==> src/verilog/mmd_defs.svh <==
`ifndef MMD_DEFS_SVH
`define MMD_DEFS_SVH

// Register indices; byte address is four times the index
`define MMD_IDX_PRIO        6'h3c
`define MMD_IDX_RELOC       6'h3d
`define MMD_IDX_EEREL       6'h3e
`define MMD_IDX_CFG         6'h3f

// Field positions
`define MMD_BIT_ROMADDR     0
`define MMD_BIT_EEEN        1
`define MMD_BIT_ROMEN       2
`define MMD_BIT_MODEA       5
`define MMD_BIT_SPECIAL     6
`define MMD_BIT_BOOTEN      7
`define MMD_REGPG_HI        3
`define MMD_REGPG_LO        0
`define MMD_RAMPG_HI        7
`define MMD_RAMPG_LO        4

// Reset values
`define MMD_CFG_RST         8'h07
`define MMD_RELOC_RST       8'h00
`define MMD_EEREL_RST       4'h0

// Page-relative limits
`define MMD_REG_LAST        12'h07f
`define MMD_RAM_SH_FIRST    12'h080
`define MMD_RAM_SH_LAST_S   12'h37f
`define MMD_RAM_SH_LAST_L   12'h47f
`define MMD_RAM_OWN_FIRST   12'h000
`define MMD_RAM_OWN_LAST_S  12'h2ff
`define MMD_RAM_OWN_LAST_L  12'h3ff
`define MMD_EE_FIRST        12'hd80
`define MMD_EE_LAST         12'hfff

// Absolute limits
`define MMD_BOOT_FIRST      16'hbe00
`define MMD_BOOT_LAST       16'hbfff
`define MMD_ROM_HI_S        16'ha000
`define MMD_ROM_LO_S        16'h2000
`define MMD_ROM_HI_L        16'h8000
`define MMD_ROM_LO_L        16'h0000
`define MMD_ROM_LO_LAST     16'h7fff
`define MMD_ROM_TOP         16'hffff

// AXI responses
`define MMD_RESP_OKAY       2'b00
`define MMD_RESP_SLVERR     2'b10

`endif

==> src/verilog/mmd_pkg.sv <==
package mmd_pkg;

  typedef enum logic [1:0] {
    SU_FILL1,
    SU_FILL2,
    SU_LATCH,
    SU_RUN
  } mmd_start_t;

  typedef struct packed {
    logic regSel;
    logic ramSel;
    logic bootSel;
    logic eeSel;
    logic romSel;
    logic extSel;
  } mmd_sel_t;

  typedef struct packed {
    logic special;
    logic modeA;
    logic bootEn;
  } mmd_mode_t;

endpackage

==> src/verilog/mmd_memory_map_decoder.sv <==
// Register access over AXI4-Lite is this design's own decision.
`timescale 1ns/1ps
`include "mmd_defs.svh"

// Notes on behaviour
// - After reset registers decode at 0000-007F and RAM from 0080.
// - Register page field gives top hex digit; block spans x000-x07F.
// - Same page as registers: RAM at x080-x37F, or x080-x47F large.
// - Different pages: RAM at x000-x2FF (x3FF large), registers x000-x07F.
// - RAM/register relocation written once in normal modes, freely in special.
// - System configuration written once in normal modes, freely in special.
// - EEPROM relocation written once in normal modes, freely in special.
// - Program ROM decodes only while the ROM enable bit is one.
// - ROM at A000-FFFF; cleared address bit in expanded mode gives 2000-7FFF.
// - Large variant: ROM 8000-FFFF, or 0000-7FFF with address bit cleared.
// - Single-chip reset leaves ROM enable and ROM address bits set.
// - Special test reset forces ROM enable to zero until software sets it.
// - EEPROM at 0D80-0FFF after reset, only while its enable bit is one.
// - EEPROM page field places it at xD80-xFFF of any page.
// - Boot ROM BE00-BFFF only in special mode with boot enable set.
// - Both normal modes share the on-chip map except small-part ROM placement; external only when expanded.
// - Special flag latched as inverse of mode-B pin; software only clears.
// - Boot enable set by bootstrap reset or by special-mode writes; normal modes read zero.
module mmd_memory_map_decoder #(
  parameter bit LARGE_VARIANT = 1'b0
) (
  input  wire logic              core_clk,
  input  wire logic              arst_n,
  input  wire logic              mode_a_pin,
  input  wire logic              mode_b_pin,
  input  wire logic              cpuReq,
  input  wire logic [15:0]       cpuAddr,
  output logic                   selValid,
  output mmd_pkg::mmd_sel_t      selOut,
  output logic [15:0]            arrayOffset,
  output mmd_pkg::mmd_mode_t     modeStatus,
  input  wire logic              s_axi_awvalid,
  output logic                   s_axi_awready,
  input  wire logic [7:0]        s_axi_awaddr,
  input  wire logic              s_axi_wvalid,
  output logic                   s_axi_wready,
  input  wire logic [31:0]       s_axi_wdata,
  input  wire logic [3:0]        s_axi_wstrb,
  output logic                   s_axi_bvalid,
  input  wire logic              s_axi_bready,
  output logic [1:0]             s_axi_bresp,
  input  wire logic              s_axi_arvalid,
  output logic                   s_axi_arready,
  input  wire logic [7:0]        s_axi_araddr,
  output logic                   s_axi_rvalid,
  input  wire logic              s_axi_rready,
  output logic [31:0]            s_axi_rdata,
  output logic [1:0]             s_axi_rresp
);
  import mmd_pkg::*;

  function automatic logic inRange(input logic [15:0] a,
                                   input logic [15:0] lo,
                                   input logic [15:0] hi);
    return (a >= lo) && (a <= hi);
  endfunction

  function automatic logic isMapped(input logic [5:0] idx);
    return (idx == `MMD_IDX_PRIO) || (idx == `MMD_IDX_RELOC) ||
           (idx == `MMD_IDX_EEREL) || (idx == `MMD_IDX_CFG);
  endfunction

  // Pin synchronisers and startup sequence
  logic [1:0] modeASync_ff;
  logic [1:0] modeBSync_ff;
  logic [1:0] nxt_modeASync;
  logic [1:0] nxt_modeBSync;
  mmd_start_t state_ff;
  mmd_start_t nxt_state;
  logic       running;

  always_comb begin
    nxt_modeASync = {modeASync_ff[0], mode_a_pin};
    nxt_modeBSync = {modeBSync_ff[0], mode_b_pin};
    unique case (state_ff)
      SU_FILL1: nxt_state = SU_FILL2;
      SU_FILL2: nxt_state = SU_LATCH;
      SU_LATCH: nxt_state = SU_RUN;
      SU_RUN:   nxt_state = SU_RUN;
    endcase
  end

  always_ff @(posedge core_clk or negedge arst_n) begin
    if (!arst_n) begin
      modeASync_ff <= 2'h0;
      modeBSync_ff <= 2'h0;
      state_ff     <= SU_FILL1;
    end else begin
      modeASync_ff <= nxt_modeASync;
      modeBSync_ff <= nxt_modeBSync;
      state_ff     <= nxt_state;
    end
  end

  assign running = (state_ff == SU_RUN);

  // AXI write channel
  logic       awHeld_ff;
  logic [5:0] awIdx_ff;
  logic       wHeld_ff;
  logic [7:0] wData_ff;
  logic       wLane_ff;
  logic       bvalid_ff;
  logic [1:0] bresp_ff;
  logic       nxt_awHeld;
  logic [5:0] nxt_awIdx;
  logic       nxt_wHeld;
  logic [7:0] nxt_wData;
  logic       nxt_wLane;
  logic       nxt_bvalid;
  logic [1:0] nxt_bresp;
  logic       wrFire;

  // Address and data may arrive in either order
  assign s_axi_awready = running && !awHeld_ff && !bvalid_ff;
  assign s_axi_wready  = running && !wHeld_ff && !bvalid_ff;
  assign wrFire        = awHeld_ff && wHeld_ff;

  always_comb begin
    nxt_awHeld = awHeld_ff;
    nxt_awIdx  = awIdx_ff;
    nxt_wHeld  = wHeld_ff;
    nxt_wData  = wData_ff;
    nxt_wLane  = wLane_ff;
    nxt_bvalid = bvalid_ff;
    nxt_bresp  = bresp_ff;
    if (s_axi_awvalid && s_axi_awready) begin
      nxt_awHeld = 1'b1;
      nxt_awIdx  = s_axi_awaddr[7:2];
    end
    if (s_axi_wvalid && s_axi_wready) begin
      nxt_wHeld = 1'b1;
      nxt_wData = s_axi_wdata[7:0];
      nxt_wLane = s_axi_wstrb[0];
    end
    if (wrFire) begin
      nxt_awHeld = 1'b0;
      nxt_wHeld  = 1'b0;
      nxt_bvalid = 1'b1;
      nxt_bresp  = isMapped(awIdx_ff) ? `MMD_RESP_OKAY : `MMD_RESP_SLVERR;
    end else if (bvalid_ff && s_axi_bready) begin
      nxt_bvalid = 1'b0;
    end
  end

  always_ff @(posedge core_clk or negedge arst_n) begin
    if (!arst_n) begin
      awHeld_ff <= 1'b0;
      awIdx_ff  <= 6'h00;
      wHeld_ff  <= 1'b0;
      wData_ff  <= 8'h00;
      wLane_ff  <= 1'b0;
      bvalid_ff <= 1'b0;
      bresp_ff  <= `MMD_RESP_OKAY;
    end else begin
      awHeld_ff <= nxt_awHeld;
      awIdx_ff  <= nxt_awIdx;
      wHeld_ff  <= nxt_wHeld;
      wData_ff  <= nxt_wData;
      wLane_ff  <= nxt_wLane;
      bvalid_ff <= nxt_bvalid;
      bresp_ff  <= nxt_bresp;
    end
  end

  assign s_axi_bvalid = bvalid_ff;
  assign s_axi_bresp  = bresp_ff;

  // Mode and map registers
  logic       special_ff;
  logic       modeA_ff;
  logic       bootEn_ff;
  logic [7:0] cfg_ff;
  logic [7:0] reloc_ff;
  logic [3:0] eeRel_ff;
  logic       cfgDone_ff;
  logic       relocDone_ff;
  logic       eeDone_ff;
  logic       nxt_special;
  logic       nxt_modeA;
  logic       nxt_bootEn;
  logic [7:0] nxt_cfg;
  logic [7:0] nxt_reloc;
  logic [3:0] nxt_eeRel;
  logic       nxt_cfgDone;
  logic       nxt_relocDone;
  logic       nxt_eeDone;
  logic       regWrite;

  assign regWrite = wrFire && wLane_ff;

  always_comb begin
    nxt_special   = special_ff;
    nxt_modeA     = modeA_ff;
    nxt_bootEn    = bootEn_ff;
    nxt_cfg       = cfg_ff;
    nxt_reloc     = reloc_ff;
    nxt_eeRel     = eeRel_ff;
    nxt_cfgDone   = cfgDone_ff;
    nxt_relocDone = relocDone_ff;
    nxt_eeDone    = eeDone_ff;
    if (state_ff == SU_LATCH) begin
      nxt_special = ~modeBSync_ff[1];
      nxt_modeA   = modeASync_ff[1];
      nxt_bootEn  = ~modeBSync_ff[1] & ~modeASync_ff[1];
      nxt_cfg     = `MMD_CFG_RST;
      if (~modeBSync_ff[1] && modeASync_ff[1]) begin
        nxt_cfg[`MMD_BIT_ROMEN] = 1'b0;
      end
    end else if (regWrite) begin
      unique case (awIdx_ff)
        `MMD_IDX_PRIO: begin
          if (special_ff) begin
            nxt_modeA  = wData_ff[`MMD_BIT_MODEA];
            nxt_bootEn = wData_ff[`MMD_BIT_BOOTEN];
          end
          // Clear only; once normal, boot enable is dropped too
          nxt_special = special_ff & wData_ff[`MMD_BIT_SPECIAL];
          if (!(special_ff & wData_ff[`MMD_BIT_SPECIAL])) begin
            nxt_bootEn = 1'b0;
          end
        end
        `MMD_IDX_RELOC: begin
          if (special_ff || !relocDone_ff) begin
            nxt_reloc     = wData_ff;
            nxt_relocDone = 1'b1;
          end
        end
        `MMD_IDX_EEREL: begin
          if (special_ff || !eeDone_ff) begin
            nxt_eeRel  = wData_ff[3:0];
            nxt_eeDone = 1'b1;
          end
        end
        `MMD_IDX_CFG: begin
          if (special_ff || !cfgDone_ff) begin
            nxt_cfg     = wData_ff;
            nxt_cfgDone = 1'b1;
          end
        end
        default: ;
      endcase
    end
  end

  always_ff @(posedge core_clk or negedge arst_n) begin
    if (!arst_n) begin
      special_ff   <= 1'b0;
      modeA_ff     <= 1'b0;
      bootEn_ff    <= 1'b0;
      cfg_ff       <= `MMD_CFG_RST;
      reloc_ff     <= `MMD_RELOC_RST;
      eeRel_ff     <= `MMD_EEREL_RST;
      cfgDone_ff   <= 1'b0;
      relocDone_ff <= 1'b0;
      eeDone_ff    <= 1'b0;
    end else begin
      special_ff   <= nxt_special;
      modeA_ff     <= nxt_modeA;
      bootEn_ff    <= nxt_bootEn;
      cfg_ff       <= nxt_cfg;
      reloc_ff     <= nxt_reloc;
      eeRel_ff     <= nxt_eeRel;
      cfgDone_ff   <= nxt_cfgDone;
      relocDone_ff <= nxt_relocDone;
      eeDone_ff    <= nxt_eeDone;
    end
  end

  assign modeStatus = '{special: special_ff, modeA: modeA_ff,
                        bootEn: bootEn_ff & special_ff};

  // AXI read channel
  logic        rvalid_ff;
  logic [31:0] rdata_ff;
  logic [1:0]  rresp_ff;
  logic        nxt_rvalid;
  logic [31:0] nxt_rdata;
  logic [1:0]  nxt_rresp;
  logic [7:0]  rdByte;
  logic [5:0]  rdIdx;

  assign s_axi_arready = running && !rvalid_ff;
  assign rdIdx         = s_axi_araddr[7:2];

  always_comb begin
    rdByte     = 8'h00;
    nxt_rvalid = rvalid_ff;
    nxt_rdata  = rdata_ff;
    nxt_rresp  = rresp_ff;
    unique case (rdIdx)
      `MMD_IDX_PRIO: begin
        rdByte[`MMD_BIT_BOOTEN]  = bootEn_ff & special_ff;
        rdByte[`MMD_BIT_SPECIAL] = special_ff;
        rdByte[`MMD_BIT_MODEA]   = modeA_ff;
      end
      `MMD_IDX_RELOC: rdByte = reloc_ff;
      `MMD_IDX_EEREL: rdByte = {4'h0, eeRel_ff};
      `MMD_IDX_CFG:   rdByte = cfg_ff;
      default:        rdByte = 8'h00;
    endcase
    if (s_axi_arvalid && s_axi_arready) begin
      nxt_rvalid = 1'b1;
      nxt_rdata  = {24'h000000, rdByte};
      nxt_rresp  = isMapped(rdIdx) ? `MMD_RESP_OKAY : `MMD_RESP_SLVERR;
    end else if (rvalid_ff && s_axi_rready) begin
      nxt_rvalid = 1'b0;
    end
  end

  always_ff @(posedge core_clk or negedge arst_n) begin
    if (!arst_n) begin
      rvalid_ff <= 1'b0;
      rdata_ff  <= 32'h00000000;
      rresp_ff  <= `MMD_RESP_OKAY;
    end else begin
      rvalid_ff <= nxt_rvalid;
      rdata_ff  <= nxt_rdata;
      rresp_ff  <= nxt_rresp;
    end
  end

  assign s_axi_rvalid = rvalid_ff;
  assign s_axi_rdata  = rdata_ff;
  assign s_axi_rresp  = rresp_ff;

  // Address decode, registered one cycle
  logic [3:0]  regPage;
  logic [3:0]  ramPage;
  logic [11:0] ramFirst;
  logic [11:0] ramLast;
  logic [15:0] romFirst;
  logic [15:0] romLast;
  logic        regHit;
  logic        ramHit;
  logic        bootHit;
  logic        eeHit;
  logic        romHit;
  mmd_sel_t    sel_ff;
  mmd_sel_t    nxt_sel;
  logic        selValid_ff;
  logic        nxt_selValid;
  logic [15:0] offset_ff;
  logic [15:0] nxt_offset;

  always_comb begin
    regPage  = reloc_ff[`MMD_REGPG_HI:`MMD_REGPG_LO];
    ramPage  = reloc_ff[`MMD_RAMPG_HI:`MMD_RAMPG_LO];
    ramFirst = `MMD_RAM_OWN_FIRST;
    ramLast  = LARGE_VARIANT ? `MMD_RAM_OWN_LAST_L : `MMD_RAM_OWN_LAST_S;
    if (ramPage == regPage) begin
      ramFirst = `MMD_RAM_SH_FIRST;
      ramLast  = LARGE_VARIANT ? `MMD_RAM_SH_LAST_L : `MMD_RAM_SH_LAST_S;
    end
    // Low placement only takes effect in expanded mode on the small part
    if (LARGE_VARIANT) begin
      romFirst = cfg_ff[`MMD_BIT_ROMADDR] ? `MMD_ROM_HI_L : `MMD_ROM_LO_L;
      romLast  = cfg_ff[`MMD_BIT_ROMADDR] ? `MMD_ROM_TOP : `MMD_ROM_LO_LAST;
    end else if (cfg_ff[`MMD_BIT_ROMADDR] || !modeA_ff) begin
      romFirst = `MMD_ROM_HI_S;
      romLast  = `MMD_ROM_TOP;
    end else begin
      romFirst = `MMD_ROM_LO_S;
      romLast  = `MMD_ROM_LO_LAST;
    end
    regHit  = (cpuAddr[15:12] == regPage) &&
              (cpuAddr[11:0] <= `MMD_REG_LAST);
    ramHit  = (cpuAddr[15:12] == ramPage) &&
              inRange({4'h0, cpuAddr[11:0]}, {4'h0, ramFirst}, {4'h0, ramLast});
    bootHit = special_ff && bootEn_ff &&
              inRange(cpuAddr, `MMD_BOOT_FIRST, `MMD_BOOT_LAST);
    eeHit   = cfg_ff[`MMD_BIT_EEEN] && (cpuAddr[15:12] == eeRel_ff) &&
              inRange({4'h0, cpuAddr[11:0]}, {4'h0, `MMD_EE_FIRST},
                      {4'h0, `MMD_EE_LAST});
    romHit  = cfg_ff[`MMD_BIT_ROMEN] && inRange(cpuAddr, romFirst, romLast);
    nxt_sel      = '0;
    nxt_offset   = cpuAddr;
    nxt_selValid = cpuReq;
    if (cpuReq) begin
      if (regHit) begin
        nxt_sel.regSel = 1'b1;
        nxt_offset     = cpuAddr - {regPage, 12'h000};
      end else if (ramHit) begin
        nxt_sel.ramSel = 1'b1;
        nxt_offset     = cpuAddr - {ramPage, ramFirst};
      end else if (bootHit) begin
        nxt_sel.bootSel = 1'b1;
        nxt_offset      = cpuAddr - `MMD_BOOT_FIRST;
      end else if (eeHit) begin
        nxt_sel.eeSel = 1'b1;
        nxt_offset    = cpuAddr - {eeRel_ff, `MMD_EE_FIRST};
      end else if (romHit) begin
        nxt_sel.romSel = 1'b1;
        nxt_offset     = cpuAddr - romFirst;
      end else begin
        nxt_sel.extSel = modeA_ff;
      end
    end
  end

  always_ff @(posedge core_clk or negedge arst_n) begin
    if (!arst_n) begin
      sel_ff      <= '0;
      selValid_ff <= 1'b0;
      offset_ff   <= 16'h0000;
    end else begin
      sel_ff      <= nxt_sel;
      selValid_ff <= nxt_selValid;
      offset_ff   <= nxt_offset;
    end
  end

  assign selOut      = sel_ff;
  assign selValid    = selValid_ff;
  assign arrayOffset = offset_ff;

endmodule

==> config.mk <==
export PLATFORM = sky130hd
export DESIGN_NAME = mmd_memory_map_decoder
export DESIGN_NICKNAME = d
export VERILOG_FILES = /design/src/verilog/mmd_pkg.sv /design/src/verilog/mmd_memory_map_decoder.sv
export VERILOG_INCLUDE_DIRS = /design/src /design/src/verilog
export SDC_FILE = /design/constraint.sdc
export NUM_CORES = 1
export LEC_CHECK = 0
export BUFFER_PORTS_ARGS = -buffer_cell sky130_fd_sc_hd__buf_2
export CAP_MARGIN = 10
export CORE_ASPECT_RATIO = 2
export CORE_MARGIN = 3
export CORE_UTILIZATION = 35
export DETAILED_ROUTE_END_ITERATION = 16
export PLACE_DENSITY = 0.63
export SLEW_MARGIN = 25
export SYNTH_ARGS = -nofsm -noshare
export SYNTH_HDL_FRONTEND = slang
export SYNTH_SLANG_ARGS = --single-unit
==> constraint.sdc <==
create_clock -name core_clk -period 6.1 [get_ports core_clk]
set_clock_uncertainty 0.1 [all_clocks]
set_input_delay 0 -clock core_clk [delete_from_list [all_inputs] [get_ports core_clk]]
set_output_delay 0 -clock core_clk [all_outputs]
set_load 0.02 [all_outputs]
==> results.md <==
- Least-Margin Pin Slew: just under 1 ns
- Worst-skew pair later-pin latency: 0.35 ns
- Crit path arrival time: ~3.4 ns
- Post-synthesis async set-or-reset flop share: 100%
- Max Buffers Root-to-Sink: 2
- Detailed Routing Iterations Pass 1: 4
- Post-Syn Area per Cell: approximately 10 sq um
- Vias: 3,832
- Global-route wire length before repair: between 20 and 25 mm
- Final instance area: 5800 sq um
- Core area: 13,000 sq um
- I/O pins: 145
- P&R area growth vs syn: 24.7%
- Fraction of layout cells with a size suffix above 1: about 25%
- GPL Wtd Cong: 0.927
- Xor/xnor share of the synthesized area: 2.64%
- Placed Instances: around 680
- Pre-CTS setup slack: 2.86 ns
- Compound-Gate Fraction of Synth Area: between 10% and 20%
- Period minus WS final: 3.30 ns
- Most frequent cells in the layout: buf_2 (86), dfrtp_1 (81), dlygate4sd3_1 (37)
- Slew margin rel.: approximately a third
- Synth unique cells: 64
- Final setup fails: 0
- Req. time, crit path: 6.20 ns
- Status: complete, no violations
- Primary FF master, synth: dfrtp_1
- Setup ws final: 2.80 ns
- Total negative slack: 0 ns
- CTS tree: yes
- Synth warn: 0
- Placement Rows: 59
- Power per Cell Area: 331 nW/um^2
- Startpoint Class: flop
- Post-synthesis adder-cell area fraction: 6.35%
- Post-Syn Area: 4650 sq um
- DRC: 0
- Worst min-delay path class: in2async
- Number of global-route vias before repair: 4,004
- Post-DRT Antenna Nets: 0
- Nets@finish: roughly 680
- RSZ-0062 raised after global routing: false
- Buffers and inverters on the worst path: 1
- Via-per-instance ratio: 5.22
- Initial DRC count: 201
- Number of post-CTS setup repair buffers: 0
- CP Class: reg2reg
- Setup crit end kind: flop
- Placed cell area: 5110 sq um
- Crit path cell chain: xnor2_1 > nand4_1 > inv_1 > ha_1 > or3b_2 > a311oi_1 > or3_1 > o221ai_1 > a311oi_1 > o21ai_1
- Clk Tree Root Cell: clkbuf_16
- Fin crit share: between 50% and 60%
- CTS sink cnt: 84
- I/O Buffers: 87
- Leak pwr: 2.69 nW
- WL final: about 13 mm
- Max incr delay on CP: 0.49 ns
- Slowest CP cell: or3b_2
- Simple-gate portion of the synthesized area: 14.9%
- Hold Fails Final Rpt: 0
- H-tree Lvls: 3
- Post-synthesis register bit count: 84
- Synth Instances: ~460
- Num CTS Buffers: 9
- Total die area: 14,800 sq um
- HPWL Detailed: 10.1 mm
- Largest net degree at the start of global routing: 56
- Cell mode on critical path: a311oi_1
- Most common cell after layout, fill and taps aside: buf_2
- CP max FO: 12
- Initial Utilization: 35.8%
- Die height: 169 microns
- Fin cells: 734
- F_max: 0.303 GHz
- Die width: 87.5 microns
- Cell family with most CP delay: simple AND/OR/NAND/NOR gates
- Avg WL per Cell: approximately 18 microns
- Total grt overflow: 0
- VDD IR max: approximately 0.28 mV
- Largest family of logic cells by synthesized area: simple AND/OR/NAND/NOR gates
- Mux cell area share after synthesis: 9.38%
- Initial antenna violation count: 0
- Overall Global Routing Usage: 18.7%
- Number of synthesized flops with an enable pin: 0
- Max Cap Viol: 0
- Ant diodes: 0
- Seq/Total Area, Yosys: between 40% and 50%
- Max Slew Vio Count: 0
- Clock transition at path regs: 0.06 ns
repair_timing:
action / 4_1_cts / 5_1_grt
hold buffers: 37 / 0
endpoints found under the hold margin: 65 / 0
gates resized for setup: 0 / 0
metrics by stage:
stage	hold WS, ns	total power, mW	utilization [%]
2_1_floorplan	-0.396	1.15	-
3_3_place_gp	-0.135	1.29	39.3
3_5_place_dp	-0.130	1.32	39.3
4_1_cts	0.0232	1.94	44.7
5_1_grt	0.0659	2.04	44.7
6_report	0.0280	1.92	44.7
report_power, final:
part	internal (mW)	total [mW]	leakage (nW)	switching [mW]
combinational	0.247	0.542	1.48	0.296
sequential	0.674	0.781	1.05	0.107
clock	0.370	0.598	0.159	0.228
total	1.29	1.92	2.69	0.630
synth_stat cells (2+ instances only):
cell,number,area [sq um]
a21o_1,3,22.5
a21oi_1,13,65.1
a22oi_1,7,52.6
a311oi_1,3,26.3
a31oi_1,8,50.1
a41oi_1,2,17.5
and2_1,2,12.5
buf_2,2,10.0
buf_4,28,210
buf_6,2,22.5
clkbuf_1,9,33.8
dfrtp_1,81,2030
dfstp_2,3,78.8
ha_1,22,275
inv_1,25,93.8
mux2_2,29,327
mux2i_1,11,110
nand2_1,34,128
nand2b_1,6,37.5
nand3_1,8,40.0
nand4_1,7,43.8
nor2_1,27,101
nor2b_1,4,25.0
nor3_1,14,70.1
nor3b_1,2,15.0
nor4_1,4,25.0
o211ai_1,4,30.0
o21a_1,4,30.0
o21ai_0,28,140
o21ai_1,3,15.0
o22ai_1,3,18.8
o31ai_1,4,30.0
or2_1,3,18.8
or2_2,2,12.5
or3_1,8,50.1
or3b_2,2,17.5
xnor2_1,11,96.3
xor2_1,3,26.3
per-layer routing:
layer | share of wire (%) | wire length (microns) | GRT usage [%]
met4 | 4.9 | 645 | 10.9
met2 | 58 | 7550 | 35.3
met5 | 0 | 0 | 0
met3 | 4.6 | 604 | 3.70
met1 | 33 | 4300 | 17.6
worst paths after layout:
| path | slack, ns | cells after the start | start | end |
|---|---|---|---|---|
| max | 2.80 | 10 | reloc_ff[0] | arrayOffset[15] |
| min | 0.03 | 2 | arst_n | s_axi_rvalid |
| max reg2reg | 2.80 | 10 | reloc_ff[0] | arrayOffset[15] |
| min reg2reg | 0.25 | 0 | modeASync_ff[0] | modeASync_ff[1] |
| max in group asynchronous | 4.82 | 3 | arst_n | wData_ff[6] |
| min in group core_clk | 0.03 | 3 | cpuAddr[11] | arrayOffset[11] |
registers in the layout (all words and copies together), names as in the netlist, 4 cells and up:
register     flops
eeRel_ff         4
wData_ff         8
arrayOffset     16
reloc_ff         8
awIdx_ff         6
s_axi_rdata      8
selOut           6
cfg_ff           8
layout make-up:
type	count	area (sq um)
fill	1270	7190
inverter	25	93.8
sequential	84	2110
multi-input combinational	332	2270
tap	152	190
clock buffer	10	239
clock inverter	6	86.3
timing repair buffer	125	816
cell families (layout without fill, tap and decap cells):
logic type,after synthesis,in the layout
compound gates,95,95
flops,84,84
simple gates,134,134
other cells,1,26
xor+xnor,14,14
buf+inv,66,166
mux,40,40
fa+ha+maj,23,23
Power figures use the tool's default switching activity.
